<file path="config.mk">
export PLATFORM = sky130hd
export DESIGN_NAME = rtc_core
export DESIGN_NICKNAME = d
export VERILOG_FILES = /design/src/include/rtc_pkg.sv /design/src/verilog/rtc_core.sv
export SDC_FILE = /design/constraint.sdc
export NUM_CORES = 2
export LEC_CHECK = 0
export ABC_AREA = 1
export BUFFER_PORTS_ARGS = -buffer_cell sky130_fd_sc_hd__clkbuf_2
export CORE_ASPECT_RATIO = 0.8
export CORE_MARGIN = 4
export CORE_UTILIZATION = 55
export DETAILED_ROUTE_END_ITERATION = 8
export PLACE_DENSITY = 0.81
export REMOVE_ABC_BUFFERS = 1
export SLEW_MARGIN = 0
export SYNTH_ARGS = -nofsm -noshare
export SYNTH_HDL_FRONTEND = slang
export SYNTH_SLANG_ARGS = --single-unit
</file>
<file path="constraint.sdc">
create_clock -name clk -period 2.32 [get_ports clk]
set_input_delay 0.116 -clock clk [delete_from_list [all_inputs] [get_ports clk]]
set_output_delay 0.116 -clock clk [all_outputs]
set_load 0.05 [all_outputs]
</file>
<file path="src/include/rtc_pkg.sv">
// constants for the clock status, interrupt, square-wave and ram-clear block
`default_nettype none
package rtc_pkg;
  // clock rates
  localparam int unsigned CLK_HZ      = 25_000_000;
  localparam int unsigned OSC_HZ      = 32_768;
  localparam int unsigned ACC_W       = 25;
  localparam int unsigned DIV_STAGES  = 15;
  // byte map
  localparam int unsigned MAP_BYTES   = 128;
  localparam int unsigned TIME_BYTES  = 10;
  localparam int unsigned REG_BYTES   = 14;
  localparam int unsigned GP_BYTES    = 114;
  localparam logic [6:0]  IDX_REG_A   = 7'h0A;
  localparam logic [6:0]  IDX_REG_B   = 7'h0B;
  localparam logic [6:0]  IDX_REG_C   = 7'h0C;
  localparam logic [6:0]  IDX_REG_D   = 7'h0D;
  // register A fields
  localparam int unsigned A_UIP       = 7;
  localparam int unsigned A_DV_LSB    = 4;
  localparam logic [2:0]  DV_RUN      = 3'h2;
  localparam logic [6:0]  REG_A_RST   = 7'h20;
  // register B fields
  localparam int unsigned B_SET       = 7;
  localparam int unsigned B_PIE       = 6;
  localparam int unsigned B_AIE       = 5;
  localparam int unsigned B_UIE       = 4;
  localparam int unsigned B_SQUARE_WAVE_ENABLE      = 3;
  localparam int unsigned B_HR24      = 1;
  localparam logic [7:0]  REG_B_RST   = 8'h02;
  // register C and D
  localparam int unsigned C_FLAG_LSB  = 4;
  localparam logic [7:0]  REG_D_VAL   = 8'h80;
  // flag vector positions {periodic, alarm, update-ended}
  localparam int unsigned FLG_PF      = 2;
  localparam int unsigned FLG_AF      = 1;
  localparam int unsigned FLG_UF      = 0;
  localparam logic [1:0]  ALARM_DC    = 2'h3;
  localparam logic [7:0]  RAM_CLEAR   = 8'hFF;
endpackage
`default_nettype wire

</file>
<file path="src/verilog/rtc_core.sv">
// clock status, interrupt, square-wave, ram-clear and apb access logic
//
// The implementer's own choices: the APB interface to the registers and the register offsets.
`default_nettype none
module rtc_core (
  input  wire logic        clk,
  input  wire logic        rst,
  input  wire logic [11:0] paddr,
  input  wire logic        psel,
  input  wire logic        penable,
  input  wire logic        pwrite,
  input  wire logic [31:0] pwdata,
  output var  logic [31:0] prdata,
  output var  logic        pready,
  output var  logic        pslverr,
  input  wire logic        device_reset_n,
  input  wire logic        above_power_fail_trip_point,
  input  wire logic        general_ram_clear_n,
  output var  logic        irq_n_o,
  output var  logic        irq_n_oe,
  output var  logic        square_wave_out
);

  // pin synchronisers: bit 2 ram clear, bit 1 reset pin, bit 0 power good
  logic [2:0]  sync1;
  logic [2:0]  sync2;
  logic        pwr_ok;
  logic        pin_rst_n;
  logic        clr_n;

  // oscillator and divider chain
  logic [rtc_pkg::ACC_W-1:0]      acc;
  logic [rtc_pkg::ACC_W-1:0]      next_acc;
  logic [rtc_pkg::DIV_STAGES-1:0] div_cnt;
  logic [rtc_pkg::DIV_STAGES-1:0] next_div_cnt;
  logic                           osc_run;
  logic                           osc_tick;
  logic                           tap;
  logic                           tap_prev;
  logic                           uip;

  // control and status
  logic [6:0]  reg_a;
  logic [6:0]  next_reg_a;
  logic [7:0]  reg_b;
  logic [7:0]  next_reg_b;
  logic [2:0]  flags;
  logic [2:0]  next_flags;
  logic [2:0]  c_seen;
  logic [2:0]  next_c_seen;
  logic [2:0]  ens;
  logic        interrupt_summary_flag;
  logic        per_evt;
  logic        upd_evt;
  logic        alm_evt;
  logic        alarm_hit;
  logic        pin_rst_act;
  logic        refuse;
  logic        clr_act;

  // bus
  logic [6:0]  idx;
  logic        done;
  logic        wr_ok;
  logic        rd_ok;
  logic [7:0]  rd_byte;
  logic [31:0] next_prdata;
  logic        next_pready;
  logic        next_pslverr;
  logic        next_irq_oe;
  logic        next_sqw;

  // byte store for time bytes and general ram
  logic [7:0]  mem [0:rtc_pkg::MAP_BYTES-1];

  // two flops on every pin; idle ram-clear reads high
  always_ff @(posedge clk) begin
    if (rst) begin
      sync1 <= 3'h6;
      sync2 <= 3'h6;
    end else begin
      sync1 <= {general_ram_clear_n, device_reset_n, above_power_fail_trip_point};
      sync2 <= sync1;
    end
  end

  assign clr_n       = sync2[2];
  assign pin_rst_n   = sync2[1];
  assign pwr_ok      = sync2[0];
  assign pin_rst_act = !pin_rst_n && pwr_ok;
  assign refuse      = !pwr_ok || !pin_rst_n;
  assign clr_act     = !clr_n && !pwr_ok;

  // fractional prescaler gives an average 32.768 khz tick
  assign osc_run  = (reg_a[rtc_pkg::A_DV_LSB +: 3] == rtc_pkg::DV_RUN);
  assign osc_tick = osc_run &&
                    ({1'b0, acc} + rtc_pkg::OSC_HZ[rtc_pkg::ACC_W:0] >= rtc_pkg::CLK_HZ[rtc_pkg::ACC_W:0]);

  always_comb begin
    next_acc     = acc;
    next_div_cnt = div_cnt;
    // divider moves one count per oscillator tick, frozen while stopped
    if (osc_run) begin
      if (osc_tick) begin
        next_acc     = acc + rtc_pkg::OSC_HZ[rtc_pkg::ACC_W-1:0] - rtc_pkg::CLK_HZ[rtc_pkg::ACC_W-1:0];
        next_div_cnt = div_cnt + {{(rtc_pkg::DIV_STAGES-1){1'b0}}, 1'b1};
      end else begin
        next_acc = acc + rtc_pkg::OSC_HZ[rtc_pkg::ACC_W-1:0];
      end
    end
  end

  always_ff @(posedge clk) begin
    if (rst) begin
      acc      <= '0;
      div_cnt  <= '0;
      tap_prev <= 1'b0;
    end else begin
      acc      <= next_acc;
      div_cnt  <= next_div_cnt;
      tap_prev <= tap;
    end
  end

  // rate select: 1,2 give 256/128 hz, 3..15 give 8192 hz down to 2 hz
  always_comb begin
    case (reg_a[3:0])
      4'h0:    tap = 1'b0;
      4'h1:    tap = div_cnt[6];
      4'h2:    tap = div_cnt[7];
      default: tap = div_cnt[reg_a[3:0] - 4'h2];
    endcase
  end

  assign per_evt = tap && !tap_prev;
  assign uip     = &div_cnt[rtc_pkg::DIV_STAGES-1:3];
  assign upd_evt = osc_tick && (&div_cnt) && !reg_b[rtc_pkg::B_SET];

  // alarm compares seconds, minutes, hours with don't-care codes
  always_comb begin
    alarm_hit = 1'b1;
    for (int k = 0; k < 3; k++) begin
      if (mem[2*k+1][7:6] != rtc_pkg::ALARM_DC && mem[2*k+1] != mem[2*k]) begin
        alarm_hit = 1'b0;
      end
    end
  end

  assign alm_evt = upd_evt && alarm_hit;

  // summary: or of the three flag and enable pairs
  assign ens  = {reg_b[rtc_pkg::B_PIE], reg_b[rtc_pkg::B_AIE], reg_b[rtc_pkg::B_UIE]};
  assign interrupt_summary_flag = |(flags & ens);

  // apb access: pready one cycle into the access phase
  assign idx   = paddr[8:2];
  assign done  = psel && penable && pready;
  assign wr_ok = done && pwrite && !pslverr;
  assign rd_ok = done && !pwrite && !pslverr;

  // read mux over the 128-byte map
  always_comb begin
    case (idx)
      rtc_pkg::IDX_REG_A: rd_byte = {uip, reg_a};
      rtc_pkg::IDX_REG_B: rd_byte = reg_b;
      rtc_pkg::IDX_REG_C: rd_byte = {interrupt_summary_flag, flags, 4'h0};
      rtc_pkg::IDX_REG_D: rd_byte = rtc_pkg::REG_D_VAL;
      default:            rd_byte = mem[idx];
    endcase
  end

  // bus answer; the byte-wide multiplexed strobes of either style fold onto apb
  always_comb begin
    next_pready  = 1'b0;
    next_prdata  = prdata;
    next_pslverr = pslverr;
    next_c_seen  = c_seen;
    if (psel && penable && !pready) begin
      next_pready  = 1'b1;
      next_pslverr = refuse || (paddr[11:9] != 3'h0);
      next_prdata  = {24'h0000_00, rd_byte};
      if (idx == rtc_pkg::IDX_REG_C) begin
        next_c_seen = flags;
      end
    end
  end

  // control registers and sticky flags; a new event wins over the read clear
  always_comb begin
    next_reg_a = reg_a;
    next_reg_b = reg_b;
    next_flags = flags;
    if (wr_ok && idx == rtc_pkg::IDX_REG_A) begin
      next_reg_a = pwdata[6:0];
    end
    if (wr_ok && idx == rtc_pkg::IDX_REG_B) begin
      next_reg_b = pwdata[7:0];  // hour format bit kept for the calendar
    end
    if (rd_ok && idx == rtc_pkg::IDX_REG_C) begin
      next_flags = flags & ~c_seen;
    end
    next_flags[rtc_pkg::FLG_PF] = next_flags[rtc_pkg::FLG_PF] | per_evt;
    next_flags[rtc_pkg::FLG_AF] = next_flags[rtc_pkg::FLG_AF] | alm_evt;
    next_flags[rtc_pkg::FLG_UF] = next_flags[rtc_pkg::FLG_UF] | upd_evt;
    if (pin_rst_act) begin
      next_flags                  = 3'h0;
      next_reg_b[rtc_pkg::B_PIE]  = 1'b0;
      next_reg_b[rtc_pkg::B_AIE]  = 1'b0;
      next_reg_b[rtc_pkg::B_UIE]  = 1'b0;
      next_reg_b[rtc_pkg::B_SQUARE_WAVE_ENABLE] = 1'b0;
    end
  end

  // registering from next values keeps the line in step with the flags
  // output pins: line enable follows the next summary, square wave gated
  always_comb begin
    next_irq_oe = |(next_flags & {next_reg_b[rtc_pkg::B_PIE], next_reg_b[rtc_pkg::B_AIE],
                                  next_reg_b[rtc_pkg::B_UIE]});
    next_sqw    = tap && reg_b[rtc_pkg::B_SQUARE_WAVE_ENABLE] && pwr_ok;
  end

  always_ff @(posedge clk) begin
    if (rst) begin
      reg_a           <= rtc_pkg::REG_A_RST;
      reg_b           <= rtc_pkg::REG_B_RST;
      flags           <= 3'h0;
      c_seen          <= 3'h0;
      pready          <= 1'b0;
      prdata          <= 32'h0000_0000;
      pslverr         <= 1'b0;
      irq_n_o         <= 1'b0;
      irq_n_oe        <= 1'b0;
      square_wave_out <= 1'b0;
    end else begin
      reg_a           <= next_reg_a;
      reg_b           <= next_reg_b;
      flags           <= next_flags;
      c_seen          <= next_c_seen;
      pready          <= next_pready;
      prdata          <= next_prdata;
      pslverr         <= next_pslverr;
      irq_n_o         <= 1'b0;         // only ever drives low
      irq_n_oe        <= next_irq_oe;  // released when idle
      square_wave_out <= next_sqw;
    end
  end

  // byte store: time bytes written by the host, general ram also cleared
  for (genvar g = 0; g < rtc_pkg::MAP_BYTES; g++) begin : g_mem
    if (g < rtc_pkg::TIME_BYTES || g >= rtc_pkg::REG_BYTES) begin : g_used
      logic [7:0] next_byte;
      always_comb begin
        next_byte = mem[g];
        if (clr_act && g >= rtc_pkg::REG_BYTES) begin
          next_byte = rtc_pkg::RAM_CLEAR;
        end else if (wr_ok && idx == 7'(g)) begin
          next_byte = pwdata[7:0];
        end
      end
      always_ff @(posedge clk) begin
        mem[g] <= next_byte;
      end
    end else begin : g_ctl
      // control indices live in their own registers
      assign mem[g] = 8'h00;
    end
  end

  // checks: periodic pair drives the line
  // a status read or a write to B in the same cycle may legally drop it
  irq_drive_a: assert property (@(posedge clk) disable iff (rst)
    (flags[rtc_pkg::FLG_PF] && reg_b[rtc_pkg::B_PIE] && !pin_rst_act &&
     !(rd_ok && idx == rtc_pkg::IDX_REG_C) && !(wr_ok && idx == rtc_pkg::IDX_REG_B))
      |=> irq_n_oe)
    else $error("interrupt line not driven for periodic flag");

  // line enable matches the registered flag and enable pairs
  irq_pairs_a: assert property (@(posedge clk) disable iff (rst)
    irq_n_oe == interrupt_summary_flag)
    else $error("interrupt line differs from the flag and enable pairs");

  // status read clears what it returned
  // a fresh event in the same cycle survives, so it is left out
  read_clear_a: assert property (@(posedge clk) disable iff (rst)
    (rd_ok && idx == rtc_pkg::IDX_REG_C && !per_evt && !upd_evt && !pin_rst_act)
      |=> (flags == ($past(flags) & ~$past(c_seen))))
    else $error("status read did not clear the flags it returned");

  // reading every pending flag releases the line
  irq_release_a: assert property (@(posedge clk) disable iff (rst)
    (rd_ok && idx == rtc_pkg::IDX_REG_C && c_seen == flags && !per_evt && !upd_evt && !pin_rst_act)
      |=> !irq_n_oe)
    else $error("interrupt line still driven after the status read");

  // periodic flag stays set until read or cleared by the reset pin
  flag_sticky_a: assert property (@(posedge clk) disable iff (rst)
    (flags[rtc_pkg::FLG_PF] && !(rd_ok && idx == rtc_pkg::IDX_REG_C) && !pin_rst_act)
      |=> flags[rtc_pkg::FLG_PF])
    else $error("periodic flag dropped without a status read");

  // reset pin clears enables and flags, line released after
  // enables held clear every cycle while the pin stays low and power is good
  pin_reset_a: assert property (@(posedge clk) disable iff (rst)
    pin_rst_act |=> (flags == 3'h0 && !reg_b[rtc_pkg::B_SQUARE_WAVE_ENABLE] && ens == 3'h0) ##1 !irq_n_oe)
    else $error("reset pin did not clear enables, flags and line");

  // open drain data never high
  // releasing the line is done by the enable alone
  open_drain_a: assert property (@(posedge clk) disable iff (rst)
    !irq_n_o)
    else $error("interrupt pin driven high");

  // ram clear fills general ram, time bytes kept
  // a write landing in the same cycle is left out
  ram_clear_a: assert property (@(posedge clk) disable iff (rst)
    (clr_act && !wr_ok) |=> (mem[rtc_pkg::REG_BYTES] == rtc_pkg::RAM_CLEAR &&
      mem[rtc_pkg::MAP_BYTES-1] == rtc_pkg::RAM_CLEAR && $stable(mem[0])))
    else $error("ram clear missed ram or disturbed a time byte");

  // square wave off while disabled or on low power
  sqw_gate_a: assert property (@(posedge clk) disable iff (rst)
    (!reg_b[rtc_pkg::B_SQUARE_WAVE_ENABLE] || !pwr_ok) |=> !square_wave_out)
    else $error("square wave present while disabled or power low");

  // enabled square wave follows the selected tap
  // one register stage between tap and pin
  sqw_source_a: assert property (@(posedge clk) disable iff (rst)
    (reg_b[rtc_pkg::B_SQUARE_WAVE_ENABLE] && pwr_ok) |=> (square_wave_out == $past(tap)))
    else $error("square wave does not follow the selected tap");

  // rising tap sets the periodic flag
  periodic_set_a: assert property (@(posedge clk) disable iff (rst)
    (per_evt && !pin_rst_act) |=> flags[rtc_pkg::FLG_PF])
    else $error("periodic event did not set its flag");

  // refused accesses answer with an error
  access_block_a: assert property (@(posedge clk) disable iff (rst)
    (psel && penable && !pready && refuse) |=> (pready && pslverr))
    else $error("access accepted while power low or reset pin low");

  // refused writes leave the control registers alone
  // the reset pin itself may still clear register B
  write_refused_a: assert property (@(posedge clk) disable iff (rst)
    (done && pwrite && pslverr && !pin_rst_act) |=> ($stable(reg_a) && $stable(reg_b)))
    else $error("refused write changed a control register");

  // stopped oscillator freezes the divider
  // only the cycle after is checked, a restart may follow at once
  osc_stop_a: assert property (@(posedge clk) disable iff (rst)
    !osc_run |=> $stable(div_cnt))
    else $error("divider advanced with oscillator stopped");

  // answer exactly one cycle into the access phase
  // pready stands one cycle only
  slave_ready_a: assert property (@(posedge clk) disable iff (rst)
    (psel && penable && !pready) |=> pready ##1 !pready)
    else $error("apb answer not one cycle into access phase");

  // byte-wide map: upper read lanes stay zero
  prdata_upper_a: assert property (@(posedge clk) disable iff (rst)
    pready |-> (prdata[31:8] == 24'h00_0000))
    else $error("read data upper lanes not zero");

  // main scenarios
  // status read, ram clear, periodic interrupt, stopped oscillator, refusal
  status_read_c: cover property (@(posedge clk) disable iff (rst)
    rd_ok && idx == rtc_pkg::IDX_REG_C && c_seen != 3'h0);
  ram_clear_c: cover property (@(posedge clk) disable iff (rst) clr_act);
  periodic_irq_c: cover property (@(posedge clk) disable iff (rst)
    per_evt && reg_b[rtc_pkg::B_PIE] ##1 irq_n_oe);
  osc_stop_c: cover property (@(posedge clk) disable iff (rst)
    !osc_run && reg_b[rtc_pkg::B_SQUARE_WAVE_ENABLE]);
  refused_c: cover property (@(posedge clk) disable iff (rst)
    done && pslverr && refuse);

endmodule
`default_nettype wire

</file>
==> metrics <==
P_leak ~26 nW; # Max-Cap Violations 0; Avg Cell Area, Syn approximately 7.9 µm²; fraction of layout instances using a drive strength above 1 0.1115; GRT overflow 0; first-pass GRT wire length between 200 and 250 mm; CTS max path bufs 3; io pins just under 90; CP max-delay cell nand2_1; vias per cell 6.136; HP Class input port to flip-flop; worst skew pair latency a little under 0.7 ns; row count 94; worst slew pin tran 0.7475 ns; TritonCTS Buffers a little under 100; area delta synth->final 13.99%; DRC 0; WHS between 0.04 and 0.05 ns; outcome finished, violations left; Cell Chain, Critical Path inv_1 > nor2_1 > nand2_1 > nor2_4 > buf_4 > nand2_1 > inv_1 > buf_4 > nand2_1 > nand2_1 > o211ai_1; H-tree lvl count 3; Final nets slightly below 6,000; startpoint types flip-flop; CTS tree built; Sink Count about 1,100; Yosys cell types 54; Worst Path Required 2.84 ns; antenna violations before repair 1; worst setup path class flip-flop to flip-flop; Core Area 0.08233 mm²; skew final about 0.023 ns; vias in the first global route between 30,000 and 40,000; largest net degree at the start of global routing roughly 110; Die Ht approximately 270 µm; first drt pass iteration count 7; max-slew violation total from the final report 0; Top FF cell, synth dfxtp_1; Root Driver clkbuf_16; crit path capture type flip-flop; Detail Route Antenna Nets 0; final setup vio count 1; Tcrit/Tclk final 1.005; clock slew at reported path FFs approximately 0.060 ns; dpl hpwl approximately 87 mm; Routed WL between 100 and 150 mm; maximum vdd drop approximately 0.66 mV; FMAX 429.0 MHz; fin crit period ~2.3 ns; largest stage delay on the critical path slightly below 0.4 ns; Port Buffers 37; Initial Util 0.5550; CP arrival between 2 and 3 ns; Slew headroom 0.5017; DR WL/cell 20.20 µm; CP most frequent cell nand2_1; EDFF count, synth 80; RSZ-0062 raised after global routing yes; Die Footprint around 0.088 mm²; failing checks negative setup slack; Die Wd 330.3 µm; DRT iter0 DRCs about 5,400; final hold vios 0; fillers 6,708; asr flop ratio synth 0; sequential share of the synthesized area 0.4845; Via Count roughly 43,000; Total GRT Usage 0.3094; Syn Inst Count ~5,800; worst-path maximum fanout 16; final cell utilization of the core 0.6327; Post-Syn Area 0.04570 mm²; Yosys warning count 0; Yosys reg bits ~1,100; Final GP Congestion 0.9663; power density over cell area between 700 and 800 mW/mm²; final setup margin -0.01074 ns; Placement Setup Slack -0.1825 ns
critical path: cells and delay by family, from the launching register on:
family	cells	cell delay, ns
AOI/OAI and AO/OA	1	0.09
buffers and inverters	4	0.58
DFF	1	0.35
and+or+nand+nor	6	1.15
stage by stage:
stage / cell area (µm²) / TNS [ns] / std cells / power [mW]
floorplan: 43630 / -6091.80 / 5329 / 20.66
global placement: 48080 / -0.4984 / 6746 / 21.96
detailed placement: 48080 / -0.6245 / 6746 / 21.98
CTS: 51780 / -1.638 / 6943 / 39.38
global route: 52090 / -3.254 / 6954 / 40.47
finish: 52090 / -0.01074 / 6955 / 39.46
report_power, final:
part           internal (mW)  total [mW]  switching (mW)
sequential              18.5        18.6          0.0324
combinational          0.907        3.18            2.27
clock                   10.4        17.7            7.29
cells in the mapped netlist, types with 2 or more instances:
cell type / count / area (µm²)
a21oi_1: 110 / 550.5
buf_4: 31 / 232.7
nor2_2: 17 / 106.4
nand2_2: 11 / 68.82
clkinv_1: 4 / 15.01
nand2_4: 2 / 22.52
nor2_1: 182 / 683.2
o21ai_0: 110 / 550.5
buf_2: 99 / 495.5
nor2_4: 3 / 33.78
xnor2_1: 13 / 113.9
or2_2: 12 / 75.07
nor3_2: 3 / 30.03
inv_1: 112 / 420.4
o21bai_1: 4 / 30.03
clkbuf_1: 363 / 1363
xor2_1: 16 / 140.1
nor3b_2: 4 / 50.05
nand2_1: 2235 / 8389
edfxtp_1: 80 / 2402
a22o_1: 2 / 17.52
nor3_1: 13 / 65.06
o21ai_1: 12 / 60.06
nand3_1: 99 / 495.5
dfxtp_1: 986 / 19740
buf_6: 2 / 22.52
o211ai_1: 916 / 6877
a22oi_1: 242 / 1817
nand3_2: 3 / 30.03
a221oi_1: 6 / 52.55
a41oi_1: 2 / 17.52
buf_1: 11 / 41.29
ha_1: 8 / 100.1
inv_2: 27 / 101.4
nor4_1: 5 / 31.28
a211oi_1: 2 / 15.01
a31oi_1: 3 / 18.77
nand4_1: 45 / 281.5
placed cells by master (no fill, tap or decap), types with 37 or more instances in the layout:
master and instances:
a21oi_1 110, a22oi_1 242, buf_12 59, buf_4 227, clkbuf_16 103, clkbuf_2 37
dfxtp_1 983, edfxtp_1 80, inv_1 108, nand2_1 2187, nand2_2 59, nand3_1 98
nand4_1 45, nor2_1 174, o211ai_1 916, o21ai_0 105
layout make-up:
| type | count | area, µm² | area share |
|---|---|---|---|
| diodes | 1 | 2.502 | 0.00004804 |
| clock buffers | 132 | 2888 | 0.05544 |
| clock inverters | 49 | 648.1 | 0.01244 |
| inverters | 144 | 579.3 | 0.01112 |
| multi-input cells | 4120 | 21200 | 0.4071 |
| flip-flops and latches | 1066 | 22150 | 0.4252 |
| well taps | 1104 | 1381 | 0.02652 |
| repair buffers | 339 | 3237 | 0.06214 |
sequential cells by signal, indices dropped and copies added (netlist names), 3 cells and up:
signal	count
prdata	8
sync1	3
reg_b	8
reg_a	7
div_cnt	15
flags	3
sync2	3
c_seen	3
acc	19
mem	992
final timing paths:
kind	startpoint	end	slack (ns)	depth (start not counted)
worst max-delay path	pready	mem[267]	-0.01	11
worst max register to register	pready	mem[267]	-0.01	11
worst min-delay path	paddr[8]	prdata[7]	0.04	6
worst min register to register	sync1[2]	sync2[2]	0.42	1
routing by layer:
metal | GRT usage | vias up | share of wire
li1 | - | 19880 | -
met1 | 0.4352 | 19950 | 0.42
met2 | 0.4580 | 2382 | 0.42
met3 | 0.07275 | 470 | 0.11
met4 | 0.1297 | 0 | 0.045
met5 | 0 | - | 0
logic make-up (layout without fill, tap and decap cells):
logic type / count (synthesis) / after routing / share of synthesized area
other: 1 / 26 / 0.00008207
XOR/XNOR: 29 / 29 / 0.005558
AND/OR/NAND/NOR: 2638 / 2639 / 0.2276
adder cells (fa/ha/maj): 8 / 8 / 0.002191
flip-flops: 1066 / 1066 / 0.4845
buffers and inverters: 650 / 664 / 0.05903
AO/OA/AOI/OAI: 1419 / 1419 / 0.2210
what timing repair did:
item,4_1_cts,5_1_grt
cloned,0,1
hold endpoints to repair,88,0
pin swaps,0,13
gates resized for setup,1,83
setup buffers,0,10
setup endpoints to repair,73,329
hold buffers,16,0
No activity file was read; power rests on OpenSTA's default activity.
